$ cat src/rtl/mbr_pkg.sv
package mbr_pkg;
  // ************************************************************
  // function and exception codes
  // ************************************************************
  localparam logic [7:0] FC_WRITE_MULTI = 8'h10;
  localparam logic [7:0] FC_READ_WRITE = 8'h17;
  localparam logic [7:0] EXC_FLAG = 8'h80;
  localparam logic [7:0] EXC_NONE = 8'h00;
  localparam logic [7:0] EXC_ILLEGAL_FUNC = 8'h01;
  localparam logic [7:0] EXC_ILLEGAL_VALUE = 8'h03;
  localparam logic [7:0] EXC_MAX = 8'h04;
  // ************************************************************
  // counts and length fields
  // ************************************************************
  localparam logic [15:0] WR_MAX_CNT = 16'h007B;
  localparam logic [15:0] RW_MAX_CNT = 16'h0079;
  localparam logic [15:0] WR_LEN_BASE = 16'h0007;
  localparam logic [15:0] RW_LEN_BASE = 16'h000B;
  localparam logic [15:0] WR_RSP_LEN = 16'h0006;
  localparam logic [15:0] ERR_RSP_LEN = 16'h0003;
  localparam logic [15:0] RD_RSP_LEN_BASE = 16'h0003;
  localparam logic [15:0] LEN_OFFSET = 16'h0006;
  // ************************************************************
  // byte positions within a frame
  // ************************************************************
  localparam logic [8:0] IDX_TID_HI = 9'h000;
  localparam logic [8:0] IDX_TID_LO = 9'h001;
  localparam logic [8:0] IDX_PID_HI = 9'h002;
  localparam logic [8:0] IDX_PID_LO = 9'h003;
  localparam logic [8:0] IDX_LEN_HI = 9'h004;
  localparam logic [8:0] IDX_LEN_LO = 9'h005;
  localparam logic [8:0] IDX_UID = 9'h006;
  localparam logic [8:0] IDX_FC = 9'h007;
  localparam logic [8:0] IDX_FIELDS = 9'h008;
  localparam logic [8:0] IDX_WR_BC = 9'h00C;
  localparam logic [8:0] IDX_RW_BC = 9'h010;
  localparam logic [8:0] IDX_LAST = 9'h1FF;
  // ************************************************************
  // types
  // ************************************************************
  typedef enum logic [1:0] {
    MBR_RX = 2'b00,
    MBR_TX = 2'b01,
    MBR_SKIP = 2'b10
  } mbr_state_t;
  typedef struct packed {
    logic [7:0] data;
    logic last;
  } mbr_byte_t;
  typedef struct packed {
    logic en;
    logic [15:0] addr;
    logic [15:0] data;
  } mbr_wr_t;
  typedef struct packed {
    logic en;
    logic [15:0] addr;
  } mbr_rd_t;
endpackage

$ cat src/rtl/mbr_handler.sv
`timescale 1ns/1ns
// How it works
// function 10h writes the carried 16-bit values to consecutive registers from the start.
// a write request holds start, count N, byte count 2N, N values; length is 7 plus 2N.
// the write count must lie in 1..7Bh.
// a good write is answered with 10h, echoed start and count, length 6.
// a failed write is answered with 90h and one exception byte, length 3.
// exception bytes are only 1, 2, 3 or 4.
// function 17h writes one range and reads another, returning the values read.
// a read/write request holds read start, read count, write start, write count, byte count, values; length Bh plus twice the count.
// read and write counts of function 17h must lie in 1..79h.
// the read/write answer holds byte count 2M and M values; length 3 plus 2M.
// a failed read/write is answered with 97h and one exception byte, length 3.
// every two-byte field travels high byte first.
// both functions reach any address of the register space, program and process data alike.
// the protocol identifier is always zero.
// the unit identifier is always zero.
// the length field counts unit identifier, function code and all following bytes.
// a bad count, byte count or length gives an exception and no register access. Frame size is checked against the length only after the writes.
module mbr_handler (
  // clock and reset
  input wire logic CLK_IN,
  input wire logic RST_IN,
  input wire logic CE_IN,
  // request byte stream
  input wire mbr_pkg::mbr_byte_t RX_IN,
  input wire logic RX_VALID_IN,
  output logic RX_READY_OUT,
  // response byte stream
  output mbr_pkg::mbr_byte_t TX_OUT,
  output logic TX_VALID_OUT,
  input wire logic TX_READY_IN,
  // register space
  output mbr_pkg::mbr_wr_t WR_OUT,
  output mbr_pkg::mbr_rd_t RD_OUT,
  input wire logic [15:0] RD_DATA_IN
);
  import mbr_pkg::*;

  // ************************************************************
  // state
  // ************************************************************
  mbr_state_t st_reg, st_next;
  logic [8:0] idx_reg, idx_next, pos_reg, pos_next;
  logic [15:0] tid_reg, tid_next, len_reg, len_next, wk_reg, wk_next;
  logic [7:0] fc_reg, fc_next, exc_reg, exc_next, hi_reg, hi_next, lo_reg, lo_next;
  logic [63:0] f_reg, f_next;
  logic have_hi_reg, have_hi_next, done_reg, done_next;
  logic txv_reg, txv_next;
  mbr_byte_t txd_reg, txd_next;
  mbr_wr_t wr_reg, wr_next;
  mbr_rd_t rd_reg, rd_next;

  logic rx_take, tx_load;
  logic [8:0] bc_idx, out_pos;
  logic [15:0] wcnt, rcnt, len_out;
  logic [7:0] b, tb;

  assign RX_READY_OUT = (st_reg != MBR_TX);
  assign rx_take = RX_READY_OUT && RX_VALID_IN;
  assign tx_load = (st_reg == MBR_TX) && !done_reg && (!txv_reg || TX_READY_IN);
  assign bc_idx = (fc_reg == FC_READ_WRITE) ? IDX_RW_BC : IDX_WR_BC;
  assign wcnt = f_reg[15:0];
  assign rcnt = f_reg[47:32];
  assign out_pos = pos_reg - 9'h001;
  assign b = RX_IN.data;
  assign TX_OUT = txd_reg;
  assign TX_VALID_OUT = txv_reg;
  assign WR_OUT = wr_reg;
  assign RD_OUT = rd_reg;

  // ************************************************************
  // response length and next response byte
  // ************************************************************
  always_comb begin
    if (exc_reg != EXC_NONE) begin
      len_out = ERR_RSP_LEN;
    end else if (fc_reg == FC_WRITE_MULTI) begin
      len_out = WR_RSP_LEN;
    end else begin
      len_out = RD_RSP_LEN_BASE + {rcnt[14:0], 1'b0};
    end
  end

  always_comb begin
    tb = 8'h00;
    case (pos_reg)
      IDX_TID_HI: tb = tid_reg[15:8];
      IDX_TID_LO: tb = tid_reg[7:0];
      IDX_LEN_HI: tb = len_out[15:8];
      IDX_LEN_LO: tb = len_out[7:0];
      IDX_FC: tb = (exc_reg != EXC_NONE) ? (fc_reg | EXC_FLAG) : fc_reg;
      IDX_PID_HI, IDX_PID_LO, IDX_UID: tb = 8'h00;
      default: begin
        if (exc_reg != EXC_NONE) begin
          tb = exc_reg;
        end else if (fc_reg == FC_WRITE_MULTI) begin
          tb = 8'(f_reg[31:0] >> {2'h3 - pos_reg[1:0], 3'h0});
        end else if (pos_reg == IDX_FIELDS) begin
          tb = {rcnt[6:0], 1'b0};
        end else if (pos_reg[0]) begin
          tb = RD_DATA_IN[15:8];
        end else begin
          tb = lo_reg;
        end
      end
    endcase
  end

  // ************************************************************
  // next state
  // ************************************************************
  always_comb begin
    st_next = st_reg;
    idx_next = idx_reg;
    pos_next = pos_reg;
    tid_next = tid_reg;
    len_next = len_reg;
    wk_next = wk_reg;
    fc_next = fc_reg;
    exc_next = exc_reg;
    hi_next = hi_reg;
    lo_next = lo_reg;
    f_next = f_reg;
    have_hi_next = have_hi_reg;
    done_next = done_reg;
    txv_next = txv_reg;
    txd_next = txd_reg;
    wr_next = '0;
    rd_next = '{en: 1'b0, addr: rd_reg.addr};
    if (rx_take) begin
      if (idx_reg != IDX_LAST) begin
        idx_next = idx_reg + 9'h001;
      end
      case (idx_reg)
        IDX_TID_HI: tid_next[15:8] = b;
        IDX_TID_LO: tid_next[7:0] = b;
        IDX_LEN_HI: len_next[15:8] = b;
        IDX_LEN_LO: len_next[7:0] = b;
        IDX_FC: begin
          fc_next = b;
          if (b != FC_WRITE_MULTI && b != FC_READ_WRITE) begin
            exc_next = EXC_ILLEGAL_FUNC;
          end
        end
        default: ;
      endcase
      if ((idx_reg == IDX_PID_HI || idx_reg == IDX_PID_LO || idx_reg == IDX_UID) &&
          b != 8'h00) begin
        st_next = MBR_SKIP;
      end
      if (idx_reg >= IDX_FIELDS && idx_reg < bc_idx) begin
        f_next = {f_reg[55:0], b};
      end
      if (idx_reg == bc_idx && exc_reg == EXC_NONE) begin
        if (fc_reg == FC_WRITE_MULTI) begin
          if (wcnt == 16'h0000 || wcnt > WR_MAX_CNT || b != {wcnt[6:0], 1'b0} ||
              len_reg != WR_LEN_BASE + {wcnt[14:0], 1'b0}) begin
            exc_next = EXC_ILLEGAL_VALUE;
          end
        end else if (rcnt == 16'h0000 || rcnt > RW_MAX_CNT || wcnt == 16'h0000 ||
                     wcnt > RW_MAX_CNT || b != {wcnt[6:0], 1'b0} ||
                     len_reg != RW_LEN_BASE + {wcnt[14:0], 1'b0}) begin
          exc_next = EXC_ILLEGAL_VALUE;
        end
      end
      if (idx_reg > bc_idx && exc_reg == EXC_NONE && wk_reg < wcnt &&
          st_reg == MBR_RX) begin
        if (!have_hi_reg) begin
          hi_next = b;
          have_hi_next = 1'b1;
        end else begin
          // any address, program or process data alike
          wr_next = '{en: 1'b1, addr: f_reg[31:16] + wk_reg, data: {hi_reg, b}};
          wk_next = wk_reg + 16'h0001;
          have_hi_next = 1'b0;
        end
      end
      if (RX_IN.last) begin
        if (st_next == MBR_SKIP || st_reg == MBR_SKIP || idx_reg < IDX_FC) begin
          st_next = MBR_RX;
          idx_next = IDX_TID_HI;
          exc_next = EXC_NONE;
          wk_next = 16'h0000;
          have_hi_next = 1'b0;
        end else begin
          if (exc_next == EXC_NONE &&
              (idx_reg < bc_idx || 16'(idx_reg) + 16'h0001 != len_reg + LEN_OFFSET)) begin
            exc_next = EXC_ILLEGAL_VALUE;
          end
          st_next = MBR_TX;
          pos_next = IDX_TID_HI;
          done_next = 1'b0;
          rd_next.addr = f_reg[63:48];
        end
      end
    end
    if (txv_reg && TX_READY_IN) begin
      txv_next = 1'b0;
      if (txd_reg.last) begin
        st_next = MBR_RX;
        idx_next = IDX_TID_HI;
        exc_next = EXC_NONE;
        wk_next = 16'h0000;
        have_hi_next = 1'b0;
      end
    end
    if (tx_load) begin
      txv_next = 1'b1;
      txd_next.data = tb;
      txd_next.last = (16'(pos_reg) == len_out + LEN_OFFSET - 16'h0001);
      done_next = txd_next.last;
      pos_next = pos_reg + 9'h001;
      if (exc_reg == EXC_NONE && fc_reg == FC_READ_WRITE && pos_reg > IDX_FIELDS &&
          pos_reg[0]) begin
        lo_next = RD_DATA_IN[7:0];
        rd_next = '{en: 1'b1, addr: rd_reg.addr + 16'h0001};
      end
    end
  end

  // ************************************************************
  // registers
  // ************************************************************
  always_ff @(posedge CLK_IN or posedge RST_IN) begin
    if (RST_IN) begin
      st_reg <= MBR_RX;
      idx_reg <= '0;
      pos_reg <= '0;
      tid_reg <= '0;
      len_reg <= '0;
      wk_reg <= '0;
      fc_reg <= '0;
      exc_reg <= EXC_NONE;
      hi_reg <= '0;
      lo_reg <= '0;
      f_reg <= '0;
      have_hi_reg <= 1'b0;
      done_reg <= 1'b0;
      txv_reg <= 1'b0;
      txd_reg <= '0;
      wr_reg <= '0;
      rd_reg <= '0;
    end else if (CE_IN) begin
      st_reg <= st_next;
      idx_reg <= idx_next;
      pos_reg <= pos_next;
      tid_reg <= tid_next;
      len_reg <= len_next;
      wk_reg <= wk_next;
      fc_reg <= fc_next;
      exc_reg <= exc_next;
      hi_reg <= hi_next;
      lo_reg <= lo_next;
      f_reg <= f_next;
      have_hi_reg <= have_hi_next;
      done_reg <= done_next;
      txv_reg <= txv_next;
      txd_reg <= txd_next;
      wr_reg <= wr_next;
      rd_reg <= rd_next;
    end
  end

  // ************************************************************
  // checks
  // ************************************************************
  a_wr_within_count: assert property (@(posedge CLK_IN) disable iff (RST_IN)
    WR_OUT.en |-> (wk_reg != 16'h0000 && wk_reg <= wcnt))
    else $error("write beyond register count");
  a_wr_after_check: assert property (@(posedge CLK_IN) disable iff (RST_IN || !CE_IN)
    WR_OUT.en |-> $past(exc_reg) == EXC_NONE)
    else $error("write issued for a refused request");
  a_len16_frame: assert property (@(posedge CLK_IN) disable iff (RST_IN)
    (st_reg == MBR_TX && exc_reg == EXC_NONE && fc_reg == FC_WRITE_MULTI) |->
      len_reg == WR_LEN_BASE + {wcnt[14:0], 1'b0})
    else $error("write accepted with wrong length");
  a_cnt16_range: assert property (@(posedge CLK_IN) disable iff (RST_IN)
    (st_reg == MBR_TX && exc_reg == EXC_NONE && fc_reg == FC_WRITE_MULTI) |->
      (wcnt != 16'h0000 && wcnt <= WR_MAX_CNT))
    else $error("write count out of range accepted");
  a_len16_reply: assert property (@(posedge CLK_IN) disable iff (RST_IN)
    (TX_VALID_OUT && out_pos == IDX_LEN_LO && fc_reg == FC_WRITE_MULTI &&
     exc_reg == EXC_NONE) |-> TX_OUT.data == WR_RSP_LEN[7:0])
    else $error("write reply length wrong");
  a_err16_code: assert property (@(posedge CLK_IN) disable iff (RST_IN)
    (TX_VALID_OUT && out_pos == IDX_FC && fc_reg == FC_WRITE_MULTI &&
     exc_reg != EXC_NONE) |-> TX_OUT.data == (FC_WRITE_MULTI | EXC_FLAG))
    else $error("write error code wrong");
  a_exc_range: assert property (@(posedge CLK_IN) disable iff (RST_IN)
    (TX_VALID_OUT && out_pos == IDX_FIELDS && exc_reg != EXC_NONE) |->
      (TX_OUT.data != 8'h00 && TX_OUT.data <= EXC_MAX && TX_OUT.last))
    else $error("exception byte out of range");
  a_cnt23_range: assert property (@(posedge CLK_IN) disable iff (RST_IN)
    (st_reg == MBR_TX && exc_reg == EXC_NONE && fc_reg == FC_READ_WRITE) |->
      (rcnt != 16'h0000 && rcnt <= RW_MAX_CNT && wcnt != 16'h0000 && wcnt <= RW_MAX_CNT))
    else $error("read/write count out of range accepted");
  a_len23_frame: assert property (@(posedge CLK_IN) disable iff (RST_IN)
    (st_reg == MBR_TX && exc_reg == EXC_NONE && fc_reg == FC_READ_WRITE) |->
      len_reg == RW_LEN_BASE + {wcnt[14:0], 1'b0})
    else $error("read/write accepted with wrong length");
  a_rw_bytecount: assert property (@(posedge CLK_IN) disable iff (RST_IN)
    (TX_VALID_OUT && out_pos == IDX_FIELDS && fc_reg == FC_READ_WRITE &&
     exc_reg == EXC_NONE) |-> TX_OUT.data == {rcnt[6:0], 1'b0})
    else $error("read/write byte count wrong");
  a_err23_code: assert property (@(posedge CLK_IN) disable iff (RST_IN)
    (TX_VALID_OUT && out_pos == IDX_FC && fc_reg == FC_READ_WRITE &&
     exc_reg != EXC_NONE) |-> TX_OUT.data == (FC_READ_WRITE | EXC_FLAG))
    else $error("read/write error code wrong");
  a_echo_high_first: assert property (@(posedge CLK_IN) disable iff (RST_IN)
    (TX_VALID_OUT && out_pos == IDX_FIELDS && fc_reg == FC_WRITE_MULTI &&
     exc_reg == EXC_NONE) |-> TX_OUT.data == f_reg[31:24])
    else $error("start address not high byte first");
  a_hdr_zero: assert property (@(posedge CLK_IN) disable iff (RST_IN)
    (TX_VALID_OUT && (out_pos == IDX_PID_HI || out_pos == IDX_PID_LO)) |->
      TX_OUT.data == 8'h00)
    else $error("protocol identifier not zero");
  a_uid_zero: assert property (@(posedge CLK_IN) disable iff (RST_IN)
    (TX_VALID_OUT && out_pos == IDX_UID) |-> TX_OUT.data == 8'h00)
    else $error("unit identifier not zero");
  a_wr_not_dropped: assert property (@(posedge CLK_IN) disable iff (RST_IN)
    WR_OUT.en |-> st_reg != MBR_SKIP)
    else $error("write issued for a dropped frame");
endmodule

$ cat config.mk
export PLATFORM = sky130hd
export DESIGN_NAME = mbr_handler
export DESIGN_NICKNAME = d
export VERILOG_FILES = /design/src/rtl/mbr_pkg.sv /design/src/rtl/mbr_handler.sv
export SDC_FILE = /design/constraint.sdc
export NUM_CORES = 1
export LEC_CHECK = 0
export BUFFER_PORTS_ARGS = -buffer_cell sky130_fd_sc_hd__buf_2
export CELL_PAD_IN_SITES_DETAIL_PLACEMENT = 2
export CELL_PAD_IN_SITES_GLOBAL_PLACEMENT = 2
export CORE_ASPECT_RATIO = 0.9
export CORE_MARGIN = 5
export CORE_UTILIZATION = 41
export CTS_BUF_LIST = sky130_fd_sc_hd__clkbuf_8
export DETAILED_ROUTE_END_ITERATION = 8
export PLACE_DENSITY_LB_ADDON = 0.1
export SYNTH_ARGS = -nofsm -noshare
export SYNTH_HDL_FRONTEND = slang
export SYNTH_SLANG_ARGS = --single-unit
$ cat constraint.sdc
create_clock -name CLK_IN -period 9.65 [get_ports CLK_IN]
set_clock_uncertainty 0.2 [all_clocks]
set_input_delay 1.93 -clock CLK_IN [delete_from_list [all_inputs] [get_ports CLK_IN]]
set_output_delay 1.93 -clock CLK_IN [all_outputs]
set_load 0.01 [all_outputs]
==> results <==
- Setup violations remaining at the end of the flow were counted as 0.
- The top-level I/O count is 91.
- The beginning of the worst register-to-register path is fc_reg[5].
- The fraction of final layout cells with drive strength greater than 1 is 19.1%.
- The iteration count of the initial detailed-routing pass is 7.
- IR analysis of the VDD net gives a maximum drop of 0.000162 V.
- The number of antenna violations at the first check in global routing was 0.
- CTS built an H-tree with a depth of 2.
- The aggregate negative setup slack is 0 ps.
- The TritonCTS buffer count is 42.
- Traced cell by cell, the critical path runs through buf_2 > nor4_1 > o2bb2ai_1 > a41oi_2 > o21a_1 > a21oi_1 > nand2_1 > o31ai_1.
- After routing the design area is 0.0159 mm².
- The longest clock path from root to sink contains 3 buffers.
- For this run, the post-layout net count is 1625.
- In this run the tightest slew margin relative to its limit is 20.5%.
- The critical path's largest stage delay is 930 ps.
- For the worst setup path, the data arrival time is 4850 ps.
- The minimum hold slack is 288 ps.
- The maximum number of pins on one net before global-route repair is 125.
- In the finished design, the share of the clock period the worst path needs comes to 47.6%.
- The number of hold buffers added after CTS was 0.
- In this run, post-CTS repair resized a total of 0 instances.
- The number of flip-flops in the largest register is 64.
- After the flow finishes, the layout carries non-filler instances totaling 2031.
- Timing would allow up to 218 MHz.
- After clock tree synthesis, the clock-pin slew on the worst setup and hold paths is 60 ps.
- The total number of clock tree sinks is 226.
- For the worst flop-to-flop path, the logic depth is 12.
- The worst hold path class is flip-flop to flip-flop.
- Compared with the post-synthesis result, the final layout area differs by 11.0%.
- The congestion estimate from routability-driven global placement came to 0.902.
- The flop and latch count out of synthesis is 226.
- The flow ran to the end, and the final reports show no timing, DRC or antenna violations.
- The first global-routing pass estimated 81.8 mm of wire.
- The detailed-route wire length is 52.2 mm.
- In the routed layout, each cell is associated on average with a via count of 6.14.
- The maximum net fanout on the critical path is 15.
- The capture point of the worst reg-to-reg path is wk_reg[8].
- The number of nets in the synthesized netlist is 1575.
- Leaving out fill and tap cells, the most frequent cell in the layout is dfrtp_1.
- The cell area that synthesis handed to floorplanning was 0.0143 mm².
- Buffers placed on the I/O ports in this run total 90.
- The clock latency at the later pin of the worst-skew pair is 570 ps.
- The total global routing track utilization is 26.8%.
- The Yosys step of the flow raised 0 warnings.
- The worst setup path is launched from a primary input.
- The slew at the pin closest to its max-slew limit is 1190 ps.
- The via count of the first global-routing pass came to 13388.
- The startpoint of the tightest hold check path is f_reg[56].
- Averaged over all synthesized cells, the footprint is 9.62 µm².
- Setup repair after global routing left no endpoint under its margin.
- The max-slew violation total from the final report was 0.
- The detailed-route via count is 12463.
- The power per standard cell area is 182 mW/mm².
- The placed cell area is 0.0151 mm².
- The post-synthesis instance total is 1488.
- The fraction of synthesis flops using an asynchronous set or reset pin is 100%.
- The time the final worst path needs with I/O delays and setup is 4590 ps.
- For this configuration, the core starts out at a cell density of 41.1%.
- The clock tree from TritonCTS is built.
- The antenna diode count is 0.
- The number of endpoints with negative hold slack in the final report is 0.
- Along the worst hold path, the cell count comes to 2.
- In the layout the commonest cells are dfrtp_1, nand2_1, mux2_2.
- The overall die area is 0.0388 mm².
- The total congestion overflow is 0.
- The post-synthesis sequential area ratio is 39.5%.
- The HPWL after detailed placement is 38.2 mm.
- The initialized floorplan defines 65 standard-cell rows.
- The count of antenna-violating nets left after detailed routing is 0.
- The die boundary height is 187 µm.
- The total leakage power is 7.17 nW.
- The number of placed instances, taps included, is 1963.
- Once the clock tree was built, the setup fixing pass inserted 0 buffers.
- After the first detailed-routing iteration, the DRC count stood at 883.
- Among all stages on the critical path, the largest delay is contributed by a21oi_1.
- Setup slack on the worst reg-to-reg path comes out at 5190 ps.
- The critical path in this run is classified as primary input to flip-flop.
- The total core area is 0.0348 mm².
- The synthesized design contains 0 enable-type register cells.
- The path with the worst hold slack has its endpoint at f_reg[56].
- STA puts the critical path data required time at 9910 ps.
- The cell sitting at the root of the clock tree is a clkbuf_8.
- The number of remaining DRC errors is 0.
- Max-cap violations in this run came to 0.
- The number of different library cells used by synthesis comes to 94.
- The most frequently used flop master after synthesis is dfrtp_1.
- The endpoint kind of the worst setup timing path is a flip-flop.
- The die is 207 µm wide.
- The mean routed wirelength per cell is 25.7 µm.
cells by family after synthesis:
logic type / share of synthesized area, %
XOR/XNOR: 5.87
flip-flops: 39.5
buffers and inverters: 4.00
adder cells (fa/ha/maj): 5.03
AO/OA/AOI/OAI: 18.1
multiplexers: 9.96
AND/OR/NAND/NOR: 17.5
per-layer routing:
layer  vias to the layer above  part of all wire (%)  GRT usage, %
li1                       5627                     -             -
met1                      6475                    45          37.0
met2                       296                    48          44.0
met3                        65                   5.0          4.44
met4                         0                   2.3          6.53
met5                         -                     0             0
how the worst max path moves through the flow:
stage                        start    endpoint  slack, ps  cells after the start
after floorplan             RST_IN   RD_OUT[0]       1330                      1
after global placement    RX_IN[8]  idx_reg[3]       4590                      8
after detailed placement  RX_IN[8]  idx_reg[3]       4560                      8
after CTS                 RX_IN[8]   RD_OUT[3]       5130                      8
after global routing      RX_IN[8]  idx_reg[3]       4840                      8
final                     RX_IN[8]  idx_reg[3]       5060                      8
where the power goes:
| part | leakage, nW | internal [mW] | switching (mW) |
|---|---|---|---|
| Sequential | 3.06 | 1.05 | 0.190 |
| Clock | 0.465 | 0.501 | 0.412 |
| Combinational | 3.65 | 0.310 | 0.422 |
| Total | 7.17 | 1.86 | 1.03 |
critical path: cells and delay by family:
family | cells | cell delay [ps]
AOI/OAI and AO/OA | 5 | 2070
buffers and inverters | 1 | 180
and+or+nand+nor | 2 | 660
layout make-up:
cell class | count | area, µm²
Clock buffer | 55 | 757
Clock inverter | 13 | 48.8
Fill cell | 3811 | 18900
Inverter | 48 | 188
Multi-Input combinational cell | 1116 | 8100
Sequential cell | 226 | 5660
Tap cell | 469 | 587
Timing Repair Buffer | 104 | 556
metrics by stage:
step	utilization (%)	power (mW)	setup WS (ps)
floorplan	-	1.70	1330
global placement	43.3	1.95	4590
detailed placement	43.3	1.98	4560
CTS	45.6	2.92	5130
global route	45.6	3.05	4840
finish	45.6	2.89	5060
cells in the mapped netlist, types with 33 or more instances:
cell      number  area (µm²)
ha_1          56         701
xor2_1        33         289
nor2_1        64         240
xnor2_1       61         534
mux2_2        99        1110
dfrtp_1      226        5660
nand3_1       46         230
a21oi_1       73         365
clkbuf_1      68         255
inv_1         47         176
nand2_1      132         495
o21ai_0       81         405
(Power assumes the default switching activity.)
